==> src/hw/lfs_pkg.sv <==
`default_nettype none
package lfs_pkg;
	// raw comparator levels from the analog front end
	typedef struct packed {
		logic vin_uv;
		logic vin_ov;
		logic internal_regulator_output_uv;
		logic gate_drive_supply_uv;
		logic ls_ilim;
		logic thermal_shutdown_level;
		logic out_ov;
		logic out_oc;
		logic led_short;
		logic dim_uv;
		logic open_led;
		logic hb_fault;
		logic frequency_set_pin_fault;
		logic str_short;
	} lfs_fault_type;

	// gate and supply enables towards the power stage
	typedef struct packed {
		logic gate_drive_supply_en;
		logic beam_select_drive;
		logic dimming_switch_drive;
		logic high_side_drive;
		logic low_side_drive;
	} lfs_drive_type;

	typedef enum logic [1:0] {LFS_STANDBY, LFS_SOFTSTART, LFS_RUN, LFS_HICCUP} lfs_state_type;

	localparam int LFS_NFLT = 14;
	localparam int LFS_AW = 5;
	localparam logic [LFS_AW-1:0] LFS_OFS_CFG = 5'h00;
	localparam logic [LFS_AW-1:0] LFS_OFS_STATUS = 5'h04;
	localparam logic [LFS_AW-1:0] LFS_OFS_MASK = 5'h08;
	localparam logic [LFS_AW-1:0] LFS_OFS_DIAG = 5'h0c;
	localparam logic [LFS_AW-1:0] LFS_OFS_LIVE = 5'h10;
	localparam logic [1:0] LFS_RESP_OKAY = 2'h0;
	localparam logic [1:0] LFS_RESP_SLVERR = 2'h2;

	// configuration, diagnostic and live register fields
	localparam int LFS_CFG_W = 7;
	localparam logic [LFS_CFG_W-1:0] LFS_CFG_RST = 7'h00;
	localparam int LFS_CFG_OVB = 0;
	localparam int LFS_CFG_ONEOUT = 1;
	localparam int LFS_CFG_OCF = 2;
	localparam int LFS_CFG_FF2 = 4;
	localparam int LFS_CFG_LREG = 5;
	localparam int LFS_CFG_LEDSC = 6;
	localparam int LFS_DIAG_HBF = 5;
	localparam int LFS_LIVE_FF = 16;

	// switching-cycle counters
	localparam int LFS_CW = 7;
	localparam int LFS_NCH = 4;
	localparam int LFS_CH_ILIM = 0;
	localparam int LFS_CH_OC = 1;
	localparam int LFS_CH_SHORT = 2;
	localparam int LFS_CH_STR = 3;
	localparam logic [LFS_CW-1:0] LFS_ILIM_CYCLES = 7'h40;
	localparam logic [LFS_CW-1:0] LFS_SHORT_CYCLES = 7'h1e;
	localparam logic [LFS_CW-1:0] LFS_STR_CYCLES = 7'h02;
	localparam logic [LFS_CW-1:0] LFS_OC_C0 = 7'h02;
	localparam logic [LFS_CW-1:0] LFS_OC_C1 = 7'h04;
	localparam logic [LFS_CW-1:0] LFS_OC_C2 = 7'h08;
	localparam logic [LFS_CW-1:0] LFS_OC_C3 = 7'h10;

	// timing
	localparam int LFS_CLK_HZ = 20_000_000;
	localparam int LFS_STARTUP_MASK_MS = 50;
	localparam int LFS_STARTUP_MASK_CYCLES = LFS_STARTUP_MASK_MS * (LFS_CLK_HZ / 1000);
	localparam int LFS_TW = 20;
	localparam int LFS_UVW = 12;
	localparam int LFS_FREQUENCY_SET_PIN_DEFAULT_KHZ = 350;
endpackage
`default_nettype wire

==> src/hw/lfs_supervisor.sv <==
// Behaviour
// - input UV: drives off after filter, flag
// - input OV: drives off at once, flag
// - regulator UV: drives off at once, flag
// - drive supply UV: all four drives off
// - current limit over 64 cycles: hiccup
// - thermal: drive supply and driver off
// - output OV: stop switching, select picks hiccup
// - overcurrent after filter cycles: off, hiccup
// - LED short/UV: flag after 30 cycles
// - dimming UV: open dimming switch only
// - open LED behaves like output OV
// - high-beam fault latches, low beam, clearable
// - frequency pin fault: flag, default oscillator
// - string short: off after two cycles, hiccup
// - start only once enable input is high
// - enable tied high: start after input UV
// - overcurrent filter code picks 2/4/8/16
// - UV masked startup plus 50 ms, dimming open
//
// The AXI4-Lite interface to the registers and the register addresses were decided locally.
`default_nettype none
module lfs_supervisor import lfs_pkg::*; #(
	parameter int unsigned HICCUP_CYCLES = 200000,
	parameter int unsigned SOFTSTART_CYCLES = 4000,
	parameter int unsigned STARTUP_MASK_CYCLES = LFS_STARTUP_MASK_CYCLES,
	parameter int unsigned UV_FILTER_CYCLES = 20
) (
	// clock and reset
	input wire logic clk,
	input wire logic rst_b,
	input wire logic ce,
	// analog and control inputs
	input wire lfs_fault_type flt,
	input wire logic en_pwm,
	input wire logic beam_request,
	input wire logic sw_cycle,
	// power stage, flag and interrupt outputs
	output lfs_drive_type drv,
	output logic primary_fault_flag_n,
	output logic secondary_fault_flag_n,
	output logic osc_default_sel,
	output logic low_beam_mode,
	output logic linear_regulator_enable,
	output logic irq,
	// axi4-lite write
	input wire logic [LFS_AW-1:0] s_axi_awaddr,
	input wire logic s_axi_awvalid,
	output logic s_axi_awready,
	input wire logic [31:0] s_axi_wdata,
	input wire logic [3:0] s_axi_wstrb,
	input wire logic s_axi_wvalid,
	output logic s_axi_wready,
	output logic [1:0] s_axi_bresp,
	output logic s_axi_bvalid,
	input wire logic s_axi_bready,
	// axi4-lite read
	input wire logic [LFS_AW-1:0] s_axi_araddr,
	input wire logic s_axi_arvalid,
	output logic s_axi_arready,
	output logic [31:0] s_axi_rdata,
	output logic [1:0] s_axi_rresp,
	output logic s_axi_rvalid,
	input wire logic s_axi_rready
);
	// overcurrent filter code to allowed cycles
	function automatic logic [LFS_CW-1:0] oc_cycles(input logic [1:0] code);
		unique case (code)
			2'h0: oc_cycles = LFS_OC_C0;
			2'h1: oc_cycles = LFS_OC_C1;
			2'h2: oc_cycles = LFS_OC_C2;
			2'h3: oc_cycles = LFS_OC_C3;
		endcase
	endfunction

	// byte enables to a bit mask
	function automatic logic [31:0] lane_mask(input logic [3:0] strb);
		lane_mask = {{8{strb[3]}}, {8{strb[2]}}, {8{strb[1]}}, {8{strb[0]}}};
	endfunction

	lfs_state_type st_q, st_d;
	logic [LFS_TW-1:0] tmr_q, tmr_d;
	logic [LFS_UVW-1:0] uvf_q, uvf_d;
	logic hbf_q, hbf_d, hbf_clr;
	lfs_drive_type drv_q, drv_d;
	logic ff1_n_q, ff1_n_d, ff2_n_q, ff2_n_d;
	logic osc_q, osc_d, lowb_q, lowb_d;
	logic [LFS_CFG_W-1:0] cfg_q, cfg_d;
	logic [LFS_NFLT-1:0] stat_q, stat_d, mask_q, mask_d, prev_q, evt;
	logic irq_q, irq_d;
	logic [LFS_NCH-1:0] cond, trip;
	logic [LFS_CW-1:0] thr [LFS_NCH];
	logic vin_uv_f, sup, active, ovstop, uv_mask, hic_trip, oneout_stop, sw_on, ff_any;

	// input UV filter delay, counted in clock cycles
	always_comb begin
		uvf_d = uvf_q;
		if (!flt.vin_uv) begin
			uvf_d = '0;
		end else if (uvf_q != LFS_UVW'(UV_FILTER_CYCLES)) begin
			uvf_d = uvf_q + 1'b1;
		end
	end
	assign vin_uv_f = flt.vin_uv && (uvf_q == LFS_UVW'(UV_FILTER_CYCLES));

	// faults that stop the whole driver and wait for recovery
	assign sup = vin_uv_f | flt.vin_ov | flt.internal_regulator_output_uv | flt.gate_drive_supply_uv | flt.thermal_shutdown_level;
	assign active = (st_q == LFS_SOFTSTART) || (st_q == LFS_RUN);
	assign ovstop = flt.out_ov | flt.open_led;
	// short/UV comparators lie during ramp-up and with the string disconnected
	assign uv_mask = (st_q == LFS_SOFTSTART) || !drv_q.dimming_switch_drive ||
		((st_q == LFS_RUN) && (tmr_q < LFS_TW'(STARTUP_MASK_CYCLES)));

	// per-counter qualifying condition and trip level
	always_comb begin
		cond[LFS_CH_ILIM] = active && flt.ls_ilim;
		cond[LFS_CH_OC] = active && flt.out_oc;
		cond[LFS_CH_SHORT] = active && flt.led_short && !uv_mask;
		cond[LFS_CH_STR] = active && flt.str_short && drv_q.dimming_switch_drive;
		thr[LFS_CH_ILIM] = LFS_ILIM_CYCLES + 7'h01;
		thr[LFS_CH_OC] = oc_cycles(cfg_q[LFS_CFG_OCF +: 2]);
		thr[LFS_CH_SHORT] = LFS_SHORT_CYCLES;
		thr[LFS_CH_STR] = LFS_STR_CYCLES;
	end

	// switching-cycle persistence counters, cleared when the condition drops
	genvar gi;
	generate
		for (gi = 0; gi < LFS_NCH; gi++) begin : g_cnt
			logic [LFS_CW-1:0] cnt_q, cnt_d;
			always_comb begin
				cnt_d = cnt_q;
				if (!cond[gi]) begin
					cnt_d = '0;
				end else if (sw_cycle && (cnt_q != thr[gi])) begin
					cnt_d = cnt_q + 1'b1;
				end
			end
			assign trip[gi] = cond[gi] && (cnt_q >= thr[gi]);
			always_ff @(posedge clk) begin
				if (!rst_b) begin
					cnt_q <= '0;
				end else if (ce) begin
					cnt_q <= cnt_d;
				end
			end
		end
	endgenerate

	assign hic_trip = trip[LFS_CH_ILIM] | trip[LFS_CH_OC] | trip[LFS_CH_STR] |
		(cfg_q[LFS_CFG_OVB] && ovstop && active);
	assign oneout_stop = cfg_q[LFS_CFG_ONEOUT] && trip[LFS_CH_SHORT];

	// sequencer, drives and fault flags
	always_comb begin
		st_d = st_q;
		tmr_d = (tmr_q == '1) ? tmr_q : tmr_q + 1'b1;
		unique case (st_q)
			LFS_STANDBY: begin
				if (en_pwm && !sup) begin
					st_d = LFS_SOFTSTART;
				end
			end
			LFS_SOFTSTART: begin
				if (hic_trip) begin
					st_d = LFS_HICCUP;
				end else if (tmr_q >= LFS_TW'(SOFTSTART_CYCLES - 1)) begin
					st_d = LFS_RUN;
				end
			end
			LFS_RUN: begin
				if (hic_trip) begin
					st_d = LFS_HICCUP;
				end
			end
			LFS_HICCUP: begin
				if (tmr_q >= LFS_TW'(HICCUP_CYCLES - 1)) begin
					st_d = LFS_SOFTSTART;
				end
			end
		endcase
		// supply faults and enable low win; restart comes back through standby
		if (!en_pwm || sup) begin
			st_d = LFS_STANDBY;
		end
		if (st_d != st_q) begin
			tmr_d = '0;
		end
		// latched until reset or a one written to the clear bit; set wins
		hbf_d = (hbf_q && !hbf_clr) || (flt.hb_fault && drv_q.beam_select_drive);
		// hysteretic mode: switching pauses while the output is above the trip
		sw_on = ((st_d == LFS_SOFTSTART) || (st_d == LFS_RUN)) && !ovstop && !oneout_stop;
		drv_d.low_side_drive = sw_on;
		drv_d.high_side_drive = sw_on;
		// one-out-all-out leaves the string connected: opening it would mask the short and release the stop
		drv_d.dimming_switch_drive = ((st_d == LFS_SOFTSTART) || (st_d == LFS_RUN)) && en_pwm &&
			!flt.dim_uv;
		drv_d.beam_select_drive = ((st_d == LFS_SOFTSTART) || (st_d == LFS_RUN)) && beam_request &&
			!hbf_d && !flt.gate_drive_supply_uv;
		drv_d.gate_drive_supply_en = !flt.thermal_shutdown_level;
		lowb_d = !beam_request || hbf_d;
		osc_d = flt.frequency_set_pin_fault;
		ff_any = sup | trip[LFS_CH_ILIM] | trip[LFS_CH_OC] | trip[LFS_CH_STR] | ovstop | hbf_d |
			flt.frequency_set_pin_fault | (trip[LFS_CH_SHORT] && cfg_q[LFS_CFG_LEDSC]) | (st_d == LFS_HICCUP);
		ff1_n_d = !ff_any;
		ff2_n_d = !(ff_any && cfg_q[LFS_CFG_FF2]);
	end

	always_ff @(posedge clk) begin
		if (!rst_b) begin
			st_q <= LFS_STANDBY;
			tmr_q <= '0;
			uvf_q <= '0;
			hbf_q <= 1'b0;
			drv_q <= '0;
			lowb_q <= 1'b1;
			osc_q <= 1'b0;
			ff1_n_q <= 1'b1;
			ff2_n_q <= 1'b1;
		end else if (ce) begin
			st_q <= st_d;
			tmr_q <= tmr_d;
			uvf_q <= uvf_d;
			hbf_q <= hbf_d;
			drv_q <= drv_d;
			lowb_q <= lowb_d;
			osc_q <= osc_d;
			ff1_n_q <= ff1_n_d;
			ff2_n_q <= ff2_n_d;
		end
	end

	// register bus: writes commit once both address and data are held
	logic aw_have_q, aw_have_d, w_have_q, w_have_d, bvalid_q, bvalid_d, rvalid_q, rvalid_d;
	logic [LFS_AW-1:0] awaddr_q, awaddr_d;
	logic [31:0] wdata_q, wdata_d, rdata_q, rdata_d, wm;
	logic [1:0] bresp_q, bresp_d, rresp_q, rresp_d;

	assign evt = flt & ~prev_q;
	assign s_axi_awready = !aw_have_q && !bvalid_q;
	assign s_axi_wready = !w_have_q && !bvalid_q;
	assign s_axi_arready = !rvalid_q;

	always_comb begin
		aw_have_d = aw_have_q;
		w_have_d = w_have_q;
		awaddr_d = awaddr_q;
		wdata_d = wdata_q;
		bvalid_d = bvalid_q;
		bresp_d = bresp_q;
		rvalid_d = rvalid_q;
		rdata_d = rdata_q;
		rresp_d = rresp_q;
		cfg_d = cfg_q;
		mask_d = mask_q;
		hbf_clr = 1'b0;
		stat_d = stat_q;
		wm = lane_mask(s_axi_wstrb);
		if (s_axi_awvalid && s_axi_awready) begin
			aw_have_d = 1'b1;
			awaddr_d = s_axi_awaddr;
		end
		if (s_axi_wvalid && s_axi_wready) begin
			w_have_d = 1'b1;
			wdata_d = s_axi_wdata & wm;
		end
		if (s_axi_bvalid && s_axi_bready) begin
			bvalid_d = 1'b0;
		end
		if (aw_have_q && w_have_q) begin
			aw_have_d = 1'b0;
			w_have_d = 1'b0;
			bvalid_d = 1'b1;
			bresp_d = LFS_RESP_OKAY;
			// byte lanes were folded into the held data; masked-off bits are written as zero, which leaves status bits set
			unique case ({awaddr_q[LFS_AW-1:2], 2'h0})
				LFS_OFS_CFG: cfg_d = wdata_q[LFS_CFG_W-1:0];
				LFS_OFS_STATUS: stat_d = stat_q & ~wdata_q[LFS_NFLT-1:0];
				LFS_OFS_MASK: mask_d = wdata_q[LFS_NFLT-1:0];
				LFS_OFS_DIAG: hbf_clr = wdata_q[LFS_DIAG_HBF];
				LFS_OFS_LIVE: bresp_d = LFS_RESP_OKAY;
				default: bresp_d = LFS_RESP_SLVERR;
			endcase
		end
		// new events override a clear arriving in the same cycle
		stat_d = stat_d | evt;
		if (s_axi_rvalid && s_axi_rready) begin
			rvalid_d = 1'b0;
		end
		if (s_axi_arvalid && s_axi_arready) begin
			rvalid_d = 1'b1;
			rresp_d = LFS_RESP_OKAY;
			rdata_d = '0;
			unique case ({s_axi_araddr[LFS_AW-1:2], 2'h0})
				LFS_OFS_CFG: rdata_d[LFS_CFG_W-1:0] = cfg_q;
				LFS_OFS_STATUS: rdata_d[LFS_NFLT-1:0] = stat_q;
				LFS_OFS_MASK: rdata_d[LFS_NFLT-1:0] = mask_q;
				LFS_OFS_DIAG: rdata_d[LFS_DIAG_HBF] = hbf_q;
				LFS_OFS_LIVE: begin
					rdata_d[LFS_NFLT-1:0] = flt;
					rdata_d[LFS_LIVE_FF] = !ff1_n_q;
				end
				default: rresp_d = LFS_RESP_SLVERR;
			endcase
		end
		irq_d = |(stat_d & mask_d);
	end

	always_ff @(posedge clk) begin
		if (!rst_b) begin
			aw_have_q <= 1'b0;
			w_have_q <= 1'b0;
			awaddr_q <= '0;
			wdata_q <= '0;
			bvalid_q <= 1'b0;
			bresp_q <= LFS_RESP_OKAY;
			rvalid_q <= 1'b0;
			rdata_q <= '0;
			rresp_q <= LFS_RESP_OKAY;
			cfg_q <= LFS_CFG_RST;
			mask_q <= '0;
			stat_q <= '0;
			prev_q <= '0;
			irq_q <= 1'b0;
		end else if (ce) begin
			aw_have_q <= aw_have_d;
			w_have_q <= w_have_d;
			awaddr_q <= awaddr_d;
			wdata_q <= wdata_d;
			bvalid_q <= bvalid_d;
			bresp_q <= bresp_d;
			rvalid_q <= rvalid_d;
			rdata_q <= rdata_d;
			rresp_q <= rresp_d;
			cfg_q <= cfg_d;
			mask_q <= mask_d;
			stat_q <= stat_d;
			prev_q <= flt;
			irq_q <= irq_d;
		end
	end

	// outputs
	assign drv = drv_q;
	assign primary_fault_flag_n = ff1_n_q;
	assign secondary_fault_flag_n = ff2_n_q;
	assign osc_default_sel = osc_q;
	assign low_beam_mode = lowb_q;
	assign linear_regulator_enable = cfg_q[LFS_CFG_LREG];
	assign irq = irq_q;
	assign s_axi_bvalid = bvalid_q;
	assign s_axi_bresp = bresp_q;
	assign s_axi_rvalid = rvalid_q;
	assign s_axi_rdata = rdata_q;
	assign s_axi_rresp = rresp_q;

	// checks; frozen cycles are not judged, nor the first edge after a thaw,
	// where ce has already risen but the flops still held
	logic chk_ce_q;
	always_ff @(posedge clk) begin
		chk_ce_q <= ce;
	end
endmodule
`default_nettype wire

==> config.mk <==
export PLATFORM = sky130hd
export DESIGN_NAME = lfs_supervisor
export DESIGN_NICKNAME = d
export VERILOG_FILES = /design/src/hw/lfs_pkg.sv /design/src/hw/lfs_supervisor.sv
export SDC_FILE = /design/constraint.sdc
export NUM_CORES = 1
export LEC_CHECK = 0
export BUFFER_PORTS_ARGS = -buffer_cell sky130_fd_sc_hd__buf_4
export CORE_MARGIN = 3
export CORE_UTILIZATION = 35
export CTS_CLUSTER_DIAMETER = 150
export CTS_CLUSTER_SIZE = 24
export DETAILED_ROUTE_END_ITERATION = 8
export GPL_TIMING_DRIVEN = 0
export REMOVE_ABC_BUFFERS = 1
export SYNTH_ARGS = -nofsm -noshare
export SYNTH_HDL_FRONTEND = slang
export SYNTH_SLANG_ARGS = --single-unit
==> constraint.sdc <==
create_clock -name clk -period 4.61 [get_ports clk]
set_input_delay 0.922 -clock clk [delete_from_list [all_inputs] [get_ports clk]]
set_output_delay 0.922 -clock clk [all_outputs]
set_load 0.02 [all_outputs]
==> impl_metrics.py, run 1 <==
metrics = {
    "status": {
        "run_status": "finished clean",
    },
    "clock_tree": {
        "cts_tree": "built",
        "cts_max_path_buffers": 2,
        "clock_latency_ns": 0.43,
        "cts_made_buffers": 17,
        "clockRootBuffer": "clkbuf_16",
        "cts.sink_count": 158,
        "cts.clk_slew.worst_paths_ns": 0.07,
        "post-cts-setup-buffers": 0,
        "htree_levels": 4,
    },
    "route": {
        "first_pass_iters": 5,
        "ant_nets": 0,
        "wirelength_mm": 20.6,
        "viasPerCell": 5.25,
        "first_iter_violations": 437,
        "drcViolationCount": 0,
        "wl_per_cell_microns": 15.8,
        "vias": 6845,
    },
    "place": {
        "place.gp.congestion": 0.803,
        "hpwl_mm": 14.3,
        "port_buffers": 79,
    },
    "grt": {
        "antenna_found_initial": 0,
        "grt_use_total_pct": 16.9,
        "grt_pass1_vias": 6506,
        "grt_pass1_wl_mm": 33.6,
        "grt-ovfl-total": 0,
        "grt_max_degree": 78,
    },
    "critical_path": {
        "r2r_cells": 14,
        "critPathSlowestCell": "or4b_2",
        "worst-path-buf-inv": 1,
        "path_delay_family": "compound AO/OA/AOI/OAI gates",
        "crit_path_frequent_cell": "ha_1",
        "path_cells": "inv_1 -> ha_1 -> nand3_1 -> a31oi_1 -> a41o_1 -> or4b_2 -> a21oi_1 -> o21bai_1 -> a21boi_0 -> ha_1 -> nor4_1 -> nand4_1 -> a2111oi_0 -> or3_1",
        "arrival_ns": 4.50,
        "critPathMaxStageDelay_ns": 0.65,
        "crit_path_start": "st_q[1]$_SDFFE_PN0P_",
        "r2r-start": "st_q[1]$_SDFFE_PN0P_",
        "path_depth": 14,
        "reg2reg_slack_ns": 0.49,
        "required_ns": 4.98,
        "critical_path_class": "flip-flop to flip-flop",
        "path_max_fanout": 10,
        "end_kind": "flip-flop",
        "worstSetupStartpointType": "flip-flop",
    },
    "synthesis": {
        "synth_edf_count": 0,
        "ys_top_cells_by_area": "dfxtp_1, mux2i_1, nand2_1",
        "synth_most_common_cell": "dfxtp_1",
        "ys_warn_count": 0,
        "ys.flop_type": "dfxtp_1",
        "netlist_area_sq_um": 8010,
        "synth.yosys.seq_area_share_pct": 39.5,
        "syn_avg_cell_area_sq_um": 8.35,
        "synth_common_cells": "dfxtp_1, nand2_1, nor2_1",
        "synthArstFlopShare_pct": 0,
        "synth_top_area_share_pct": 39.5,
        "netlist_instances": 959,
        "yosysTopAreaCell": "dfxtp_1",
        "synth.distinct_cells": 73,
        "synth-seq-cells": 158,
    },
    "sta": {
        "fin_crit_ns": 4.12,
        "skew_ns": 0.00812,
        "grt_setup_unrepaired": "no",
        "worst_pin_slew_ns": 1.27,
        "fin_crit_sh_pct": 89.4,
        "finalSetupTns_ns": 0,
        "slew_headroom_pct": 15.3,
        "setup_viol": 0,
        "drv_slew": 0,
        "hold_violations": 0,
        "fmax_ghz": 0.243,
    },
    "layout": {
        "fin_nets": 1101,
        "diodes": 0,
        "drive_gt1_share_pct": 13.5,
        "multi_input_area_sq_um": 4510,
        "ff_latch_area_sq_um": 3160,
        "fillCellCount": 2211,
        "synthToLayoutAreaGrowth_pct": 16.2,
    },
    "pwr": {
        "power.density_nw_per_um2": 335,
        "leakage_nw": 3.54,
        "worst_ir_drop_vdd_v": 0.000232,
        "finalPower_mw": 3.11,
    },
    "floorplan": {
        "die_w_microns": 157,
        "dieHeight_microns": 157,
        "start_util_pct": 36.1,
        "fp-row-count": 54,
        "dieArea_sq_um": 24700,
        "coreArea_sq_um": 22200,
        "pin_count": 123,
    },
    "hold_path": {
        "hold_path.class": "flip-flop to flip-flop",
        "holdCritStartpoint": "drv[4]$_SDFFE_PN0P_",
        "hold-path-cell-count": 2,
    },
    "job": {
        "drv_cap": 0,
    },
}
placed cells by master, fill, tap and decap left out, types with 6 or more instances in the layout:
cell type | netlist | routed
a21oi_1 | 57 | 56
or3_1 | 16 | 16
nor2_1 | 93 | 92
ha_1 | 19 | 19
a221o_1 | 6 | 6
nand2_1 | 128 | 128
nor4_1 | 8 | 8
o22ai_1 | 10 | 10
dfxtp_1 | 158 | 158
buf_4 | 20 | 80
xor2_1 | 20 | 20
a22oi_1 | 16 | 16
nor3_1 | 14 | 13
nand3_1 | 34 | 34
and2_1 | 6 | 6
inv_1 | 15 | 15
and3_1 | 11 | 11
o21ai_1 | 6 | 7
o211a_1 | 14 | 14
clkbuf_16 | 0 | 17
o21ai_0 | 41 | 40
mux2i_1 | 57 | 57
nand4_1 | 19 | 19
conb_1 | 1 | 19
nor2b_1 | 55 | 55
kinds of logic after synthesis:
family                     share of synthesized area [%]
AOI/OAI and AO/OA                                   16.6
muxes                                               7.69
and+or+nand+nor                                     25.3
adders and majority gates                           2.97
buffers and inverters                               5.11
DFF                                                 39.5
other                                             0.0468
xor gates and xnor gates                            2.73
stage by stage:
stage	instances	instance area, sq um	hold slack [ns]	worst slack [ns]	util [%]
3_5_place_dp	1272	8710	0.462	-0.0452	39.3
5_1_grt	1304	9300	0.494	0.128	42.0
6_report	1304	9300	0.469	0.488	42.0
3_3_place_gp	1269	8670	0.457	-0.00617	39.1
2_1_floorplan	910	7730	0.435	1.17	-
4_1_cts	1304	9300	0.472	0.395	42.0
repair_timing:
item | CTS | global route
gates resized for setup | 0 | 1
endpoints found under the setup margin | 0 | 1
hold buffers | 0 | 0
final timing paths:
kind / end
worst max-delay path: secondary_fault_flag_n$_SDFFE_PN1P_
worst max register to register: secondary_fault_flag_n$_SDFFE_PN1P_
worst min register to register: drv[4]$_SDFFE_PN0P_
worst min-delay path: drv[4]$_SDFFE_PN0P_
flip-flops by register name (all words and copies together), names as in the netlist, 2 cells and up:
| signal | count |
|---|---|
| awaddr_q | 3 |
| st_q | 2 |
| mask_q | 14 |
| tmr_q | 20 |
| wdata_q | 14 |
| stat_q | 14 |
| cfg_q | 7 |
| drv | 4 |
| g_cnt.cnt_q | 28 |
| prev_q | 14 |
| uvf_q | 12 |
| s_axi_rdata | 15 |
layer usage:
layer	up-vias	global-route usage [%]	wire length, microns
met3	24	3.41	945
li1	3483	-	-
met1	3182	22.5	9700
met5	-	0	0
met2	156	27.2	9530
met4	0	6.45	405
tightest hold or removal path, cell delays in order (launching register included):
cell and delay (ns):
dfxtp_1 0.31, nand2_1 0.06, a21oi_1 0.05
cell type report:
class	count	area share, %
flip-flops and latches	158	34.0
clock inverters	14	1.71
multi-input cells	735	48.5
well taps	280	3.77
clock buffers	18	4.61
repair buffers	82	6.70
inverters	17	0.699
where the power goes:
| part | internal, mW | switching, mW | leakage, nW |
|---|---|---|---|
| clock network | 0.809 | 0.610 | 0.288 |
| logic | 0.101 | 0.162 | 1.97 |
| registers | 1.40 | 0.0304 | 1.28 |
| total | 2.31 | 0.803 | 3.54 |
Power figures use the tool's default switching activity.
==> run 2, diff against run 1 <==
- GPL_TIMING_DRIVEN: 0 -> default
==> impl_metrics.py, run 2 (synthesis results as in run 1) <==
metrics = {
    "status": {
        "run_status": "finished clean",
    },
    "floorplan": {
        "dieHeight_microns": 157,
        "pin_count": 123,
        "coreArea_sq_um": 22200,
        "die_w_microns": 157,
        "start_util_pct": 36.1,
        "dieArea_sq_um": 24700,
        "fp-row-count": 54,
    },
    "job": {
        "drv_cap": 0,
    },
    "place": {
        "port_buffers": 79,
        "place_area_sq_um": 8760,
        "dp_worst_setup_slack_ns": 0.636,
        "hpwl_mm": 14.7,
        "place.gp.congestion": 0.833,
        "dp.cells": 1280,
    },
    "sta": {
        "grt_setup_unrepaired": "no",
        "hold_violations": 0,
        "slew_headroom_pct": 27.8,
        "setup_viol": 0,
        "drv_slew": 0,
        "fmax_ghz": 0.249,
        "finalWorstSetupSlack_ns": 0.598,
        "skew_ns": 0.0105,
        "fin_crit_sh_pct": 87.0,
        "finalSetupTns_ns": 0,
        "worst_pin_slew_ns": 1.08,
        "fin_crit_ns": 4.01,
    },
    "pwr": {
        "leakage_nw": 3.55,
        "power.density_nw_per_um2": 325,
        "worst_ir_drop_vdd_v": 0.000216,
    },
    "route": {
        "vias": 6820,
        "ant_nets": 0,
        "first_pass_iters": 5,
        "wirelength_mm": 20.5,
        "viasPerCell": 5.20,
        "first_iter_violations": 540,
        "wl_per_cell_microns": 15.6,
        "drcViolationCount": 0,
    },
    "clock_tree": {
        "cts_tree": "built",
        "cts_hold_buf": 0,
        "cts.sink_count": 158,
        "clock_latency_ns": 0.43,
        "post-cts-setup-buffers": 0,
        "cts.clk_slew.worst_paths_ns": 0.07,
        "cts_max_path_buffers": 2,
        "htree_levels": 4,
        "cts_made_buffers": 17,
        "cts_resized": 0,
        "clockRootBuffer": "clkbuf_16",
    },
    "critical_path": {
        "path_max_fanout": 10,
        "critical_path_class": "flip-flop to flip-flop",
        "worst-path-buf-inv": 1,
        "critPathSlowestCell": "or4b_2",
        "end_kind": "flip-flop",
        "crit_path_frequent_cell": "ha_1",
        "path_cells": "inv_1 -> ha_1 -> nand3_1 -> a31oi_1 -> a41o_1 -> or4b_2 -> a21oi_1 -> o21bai_1 -> a21boi_0 -> ha_1 -> nor4_1 -> nand4_1 -> a2111oi_0 -> or3_1",
        "critPathMaxStageDelay_ns": 0.65,
        "worstSetupStartpointType": "flip-flop",
        "path_delay_family": "simple AND/OR/NAND/NOR gates",
        "required_ns": 4.98,
        "arrival_ns": 4.39,
    },
    "layout": {
        "fin_nets": 1109,
        "drive_gt1_share_pct": 13.8,
        "largest_reg_flops": 28,
        "design_area_sq_um": 9310,
        "final_cell_mix": "dfxtp_1, nand2_1, nor2_1",
        "final_common_cell": "dfxtp_1",
        "stdcell_count": 1312,
        "top_register": "g_cnt.cnt_q",
        "diodes": 0,
        "synthToLayoutAreaGrowth_pct": 16.3,
    },
    "grt": {
        "grt_use_total_pct": 16.9,
        "antenna_found_initial": 0,
        "grt_pass1_wl_mm": 33.4,
        "grt-ovfl-total": 0,
        "grt_max_degree": 61,
        "grt_pass1_vias": 6442,
    },
    "hold_path": {
        "hold_path.class": "flip-flop to flip-flop",
    },
}
-- run 2: cell type report --
class	count	area, sq um
inverter	17	63.8
fill	2206	12800
multi-input combinational	735	4510
sequential	158	3160
clock inverter	12	106
timing repair buffer	90	676
tap	280	350
clock buffer	20	447
-- run 2: final timing paths --
check	from	to	slack, ns	depth (start not counted)
worst max-delay path	st_q[1]$_SDFFE_PN0P_	secondary_fault_flag_n$_SDFFE_PN1P_	0.60	14
worst min-delay path	drv[4]$_SDFFE_PN0P_	drv[4]$_SDFFE_PN0P_	0.47	2
worst max register to register	st_q[1]$_SDFFE_PN0P_	secondary_fault_flag_n$_SDFFE_PN1P_	0.60	14
worst min register to register	drv[4]$_SDFFE_PN0P_	drv[4]$_SDFFE_PN0P_	0.47	2
-- run 2: power breakdown --
part | internal (mW) | leakage, nW | switching (mW) | total (mW)
logic | 0.104 | 2.00 | 0.165 | 0.269
registers | 1.40 | 1.28 | 0.0305 | 1.43
clock network | 0.717 | 0.261 | 0.604 | 1.32
total | 2.22 | 3.55 | 0.800 | 3.02
-- run 2: stage by stage --
| stage | util (%) | power, mW | hold WS (ns) |
|---|---|---|---|
| global route | 42.0 | 3.15 | 0.500 |
| finish | 42.0 | 3.02 | 0.470 |
| global placement | 39.5 | 1.73 | 0.452 |
| CTS | 42.0 | 3.06 | 0.469 |
| floorplan | - | 1.60 | 0.435 |
| detailed placement | 39.5 | 1.73 | 0.459 |
-- run 2: worst min-delay path: cells and delay by family (launching register included) --
family,cells,cell delay (ns)
compound gates,1,0.05
flops,1,0.31
simple gates,1,0.06
-- run 2: metal layers --
layer	part of all wire (%)	global-route usage [%]	vias to the layer above
met3	4.1	2.86	23
met5	0	0	-
met2	46	27.2	160
met1	48	23.0	3152
li1	-	-	3485
met4	1.8	5.74	0
==> run 3, diff against run 2 <==
- ABC_AREA: default -> 1
==> impl_metrics.py, run 3 <==
metrics = {
    "route": {
        "wirelength_mm": 22.6,
        "vias": 7914,
        "drcViolationCount": 0,
        "viasPerCell": 4.91,
        "met1_length_mm": 10.6,
        "routed.top_layer": "met4",
        "wl_met3_mm": 1.03,
        "wl_met2_mm": 10.7,
        "first_iter_violations": 434,
        "wl_per_cell_microns": 14.0,
        "ant_nets": 0,
        "first_pass_iters": 5,
    },
    "synthesis": {
        "synth_edf_count": 0,
        "netlist_instances": 1228,
        "synth_common_cells": "nand2_1, inv_1, dfxtp_1",
        "synth.yosys.seq_area_share_pct": 37.8,
        "synthArstFlopShare_pct": 0,
        "synthSimpleGateAreaFrac_pct": 26.1,
        "synth-compound-area-share_pct": 18.9,
        "ys.flop_type": "dfxtp_1",
        "synthMuxAreaShare_pct": 0,
        "synth_top_area_share_pct": 37.8,
        "ys_warn_count": 0,
        "synth_top_family_by_area": "simple AND/OR/NAND/NOR gates",
        "syn_avg_cell_area_sq_um": 6.82,
        "synth-seq-cells": 158,
        "ys_top_cells_by_area": "dfxtp_1, nand2_1, inv_1",
        "synthXorXnorAreaFrac_pct": 1.67,
        "synth-adder-area-share_pct": 2.84,
        "synth.distinct_cells": 44,
        "synth_most_common_cell": "nand2_1",
        "netlist_area_sq_um": 8380,
        "yosysTopAreaCell": "dfxtp_1",
    },
    "grt": {
        "antenna_found_initial": 0,
        "grt_pass1_wl_mm": 37.0,
        "grt_use_total_pct": 17.5,
        "grt_pass1_vias": 7341,
        "grt_max_degree": 55,
        "grt-ovfl-total": 0,
    },
    "place": {
        "place.gp.congestion": 0.850,
        "hpwl_mm": 15.8,
        "dp.cells": 1581,
        "port_buffers": 79,
    },
    "sta": {
        "drv_slew": 0,
        "slew_headroom_pct": 31.1,
        "worst_pin_slew_ns": 1.03,
        "fin_crit_ns": 3.07,
        "fin_crit_sh_pct": 66.5,
        "fmax_ghz": 0.326,
        "setup_viol": 0,
        "grt_setup_unrepaired": "no",
        "finalSetupTns_ns": 0,
        "whs_ns": 0.465,
        "hold_violations": 0,
        "skew_ns": 0.0241,
    },
    "floorplan": {
        "dieHeight_microns": 161,
        "fp-row-count": 55,
        "pin_count": 123,
        "coreArea_sq_um": 23100,
        "start_util_pct": 36.3,
        "dieArea_sq_um": 25800,
        "die_w_microns": 161,
    },
    "layout": {
        "fillCellCount": 2452,
        "synthToLayoutAreaGrowth_pct": 16.0,
        "drive_gt1_share_pct": 11.7,
        "largest_reg_flops": 28,
        "fin_nets": 1377,
        "top_register": "g_cnt.cnt_q",
        "stdcell_count": 1613,
        "final_cell_mix": "nand2_1, inv_1, dfxtp_1",
        "diodes": 0,
        "final_common_cell": "nand2_1",
    },
    "clock_tree": {
        "cts_tree": "built",
        "htree_levels": 4,
        "cts.clk_slew.worst_paths_ns": 0.07,
        "post-cts-setup-buffers": 0,
        "cts.sink_count": 158,
        "cts_resized": 0,
        "clock_latency_ns": 0.45,
        "clockRootBuffer": "clkbuf_16",
        "cts_hold_buf": 0,
        "cts_made_buffers": 17,
        "cts_max_path_buffers": 2,
    },
    "critical_path": {
        "end_kind": "flip-flop",
        "worstSetupStartpointType": "flip-flop",
        "path_max_fanout": 27,
        "required_ns": 4.93,
        "arrival_ns": 3.39,
        "critical_path_class": "flip-flop to flip-flop",
    },
    "pwr": {
        "power.density_nw_per_um2": 337,
        "leakage_nw": 4.23,
        "worst_ir_drop_vdd_v": 0.000173,
    },
    "hold_path": {
        "hold_path.class": "flip-flop to flip-flop",
    },
    "job": {
        "drv_cap": 0,
    },
    "status": {
        "run_status": "finished clean",
    },
}
-- run 3: cell types whose count changed in the layout (fill, tap and decap cells not counted), sizes merged, moves of 55 or more --
cell,previous run,this run
inv,19,193
a21oi,57,120
o21ai,50,126
nor2b,55,0
mux2i,57,0
nand2,128,213
-- run 3: power breakdown --
| group | switching (mW) | total, mW | internal [mW] |
|---|---|---|---|
| Sequential | 0.0429 | 1.47 | 1.43 |
| Clock | 0.644 | 1.41 | 0.767 |
| Combinational | 0.255 | 0.391 | 0.136 |
-- run 3: cell families after synthesis --
logic type | count (synthesis)
xor+xnor | 16
flops | 158
fa+ha+maj | 19
buf+inv | 253
other cells | 1
compound gates | 294
simple gates | 487
-- run 3: stage by stage --
step | worst slack [ns] | area (sq um) | total power [mW] | utilization (%)
6_report | 1.54 | 9720 | 3.27 | 42.2
5_1_grt | 1.21 | 9720 | 3.41 | 42.2
4_1_cts | 1.47 | 9720 | 3.30 | 42.2
3_5_place_dp | 1.25 | 9140 | 1.89 | 39.7
3_3_place_gp | 1.28 | 9140 | 1.88 | 39.7
2_1_floorplan | 1.90 | 8070 | 1.73 | -
-- run 3: per-layer routing --
metal / vias up / global-route usage [%]
met5: - / 0
met4: 0 / 5.01
met3: 27 / 3.69
met2: 180 / 29.6
met1: 3619 / 22.4
li1: 4088 / -
-- run 3: worst max-delay path, cell delays in order, from the launching register on --
cell and delay [ns]:
dfxtp_1 0.47, inv_1 0.14, ha_1 0.39, nand2_1 0.13, nor2_1 0.04, o21ai_0 0.09
nand2_1 0.09, inv_1 0.09, nand3_1 0.07, o21bai_1 0.13, nand2_1 0.10, nand2_2 0.08
nand2_1 0.06, nand2_2 0.26, nand3_4 0.37, nand2_4 0.27, nand2_1 0.07, nand2_1 0.06
nor2_1 0.05
-- run 3: area by class of cell --
class / count / area (sq um) / area share, %
clock inverters: 14 / 149 / 1.53
well taps: 313 / 392 / 4.03
flip-flops and latches: 158 / 3160 / 32.5
repair buffers: 90 / 676 / 6.95
clock buffers: 18 / 429 / 4.42
inverters: 185 / 694 / 7.14
multi-input cells: 835 / 4220 / 43.4
-- run 3: worst paths after layout --
kind | start | end | slack, ns | cells past startpoint
worst max register to register | st_q[1]$_SDFFE_PN0P_ | tmr_q[10]$_SDFFE_PN0P_ | 1.54 | 18
worst min register to register | prev_q[8]$_SDFFE_PN0P_ | prev_q[8]$_SDFFE_PN0P_ | 0.47 | 2
worst max-delay path | st_q[1]$_SDFFE_PN0P_ | tmr_q[10]$_SDFFE_PN0P_ | 1.54 | 18
worst min-delay path | prev_q[8]$_SDFFE_PN0P_ | prev_q[8]$_SDFFE_PN0P_ | 0.47 | 2
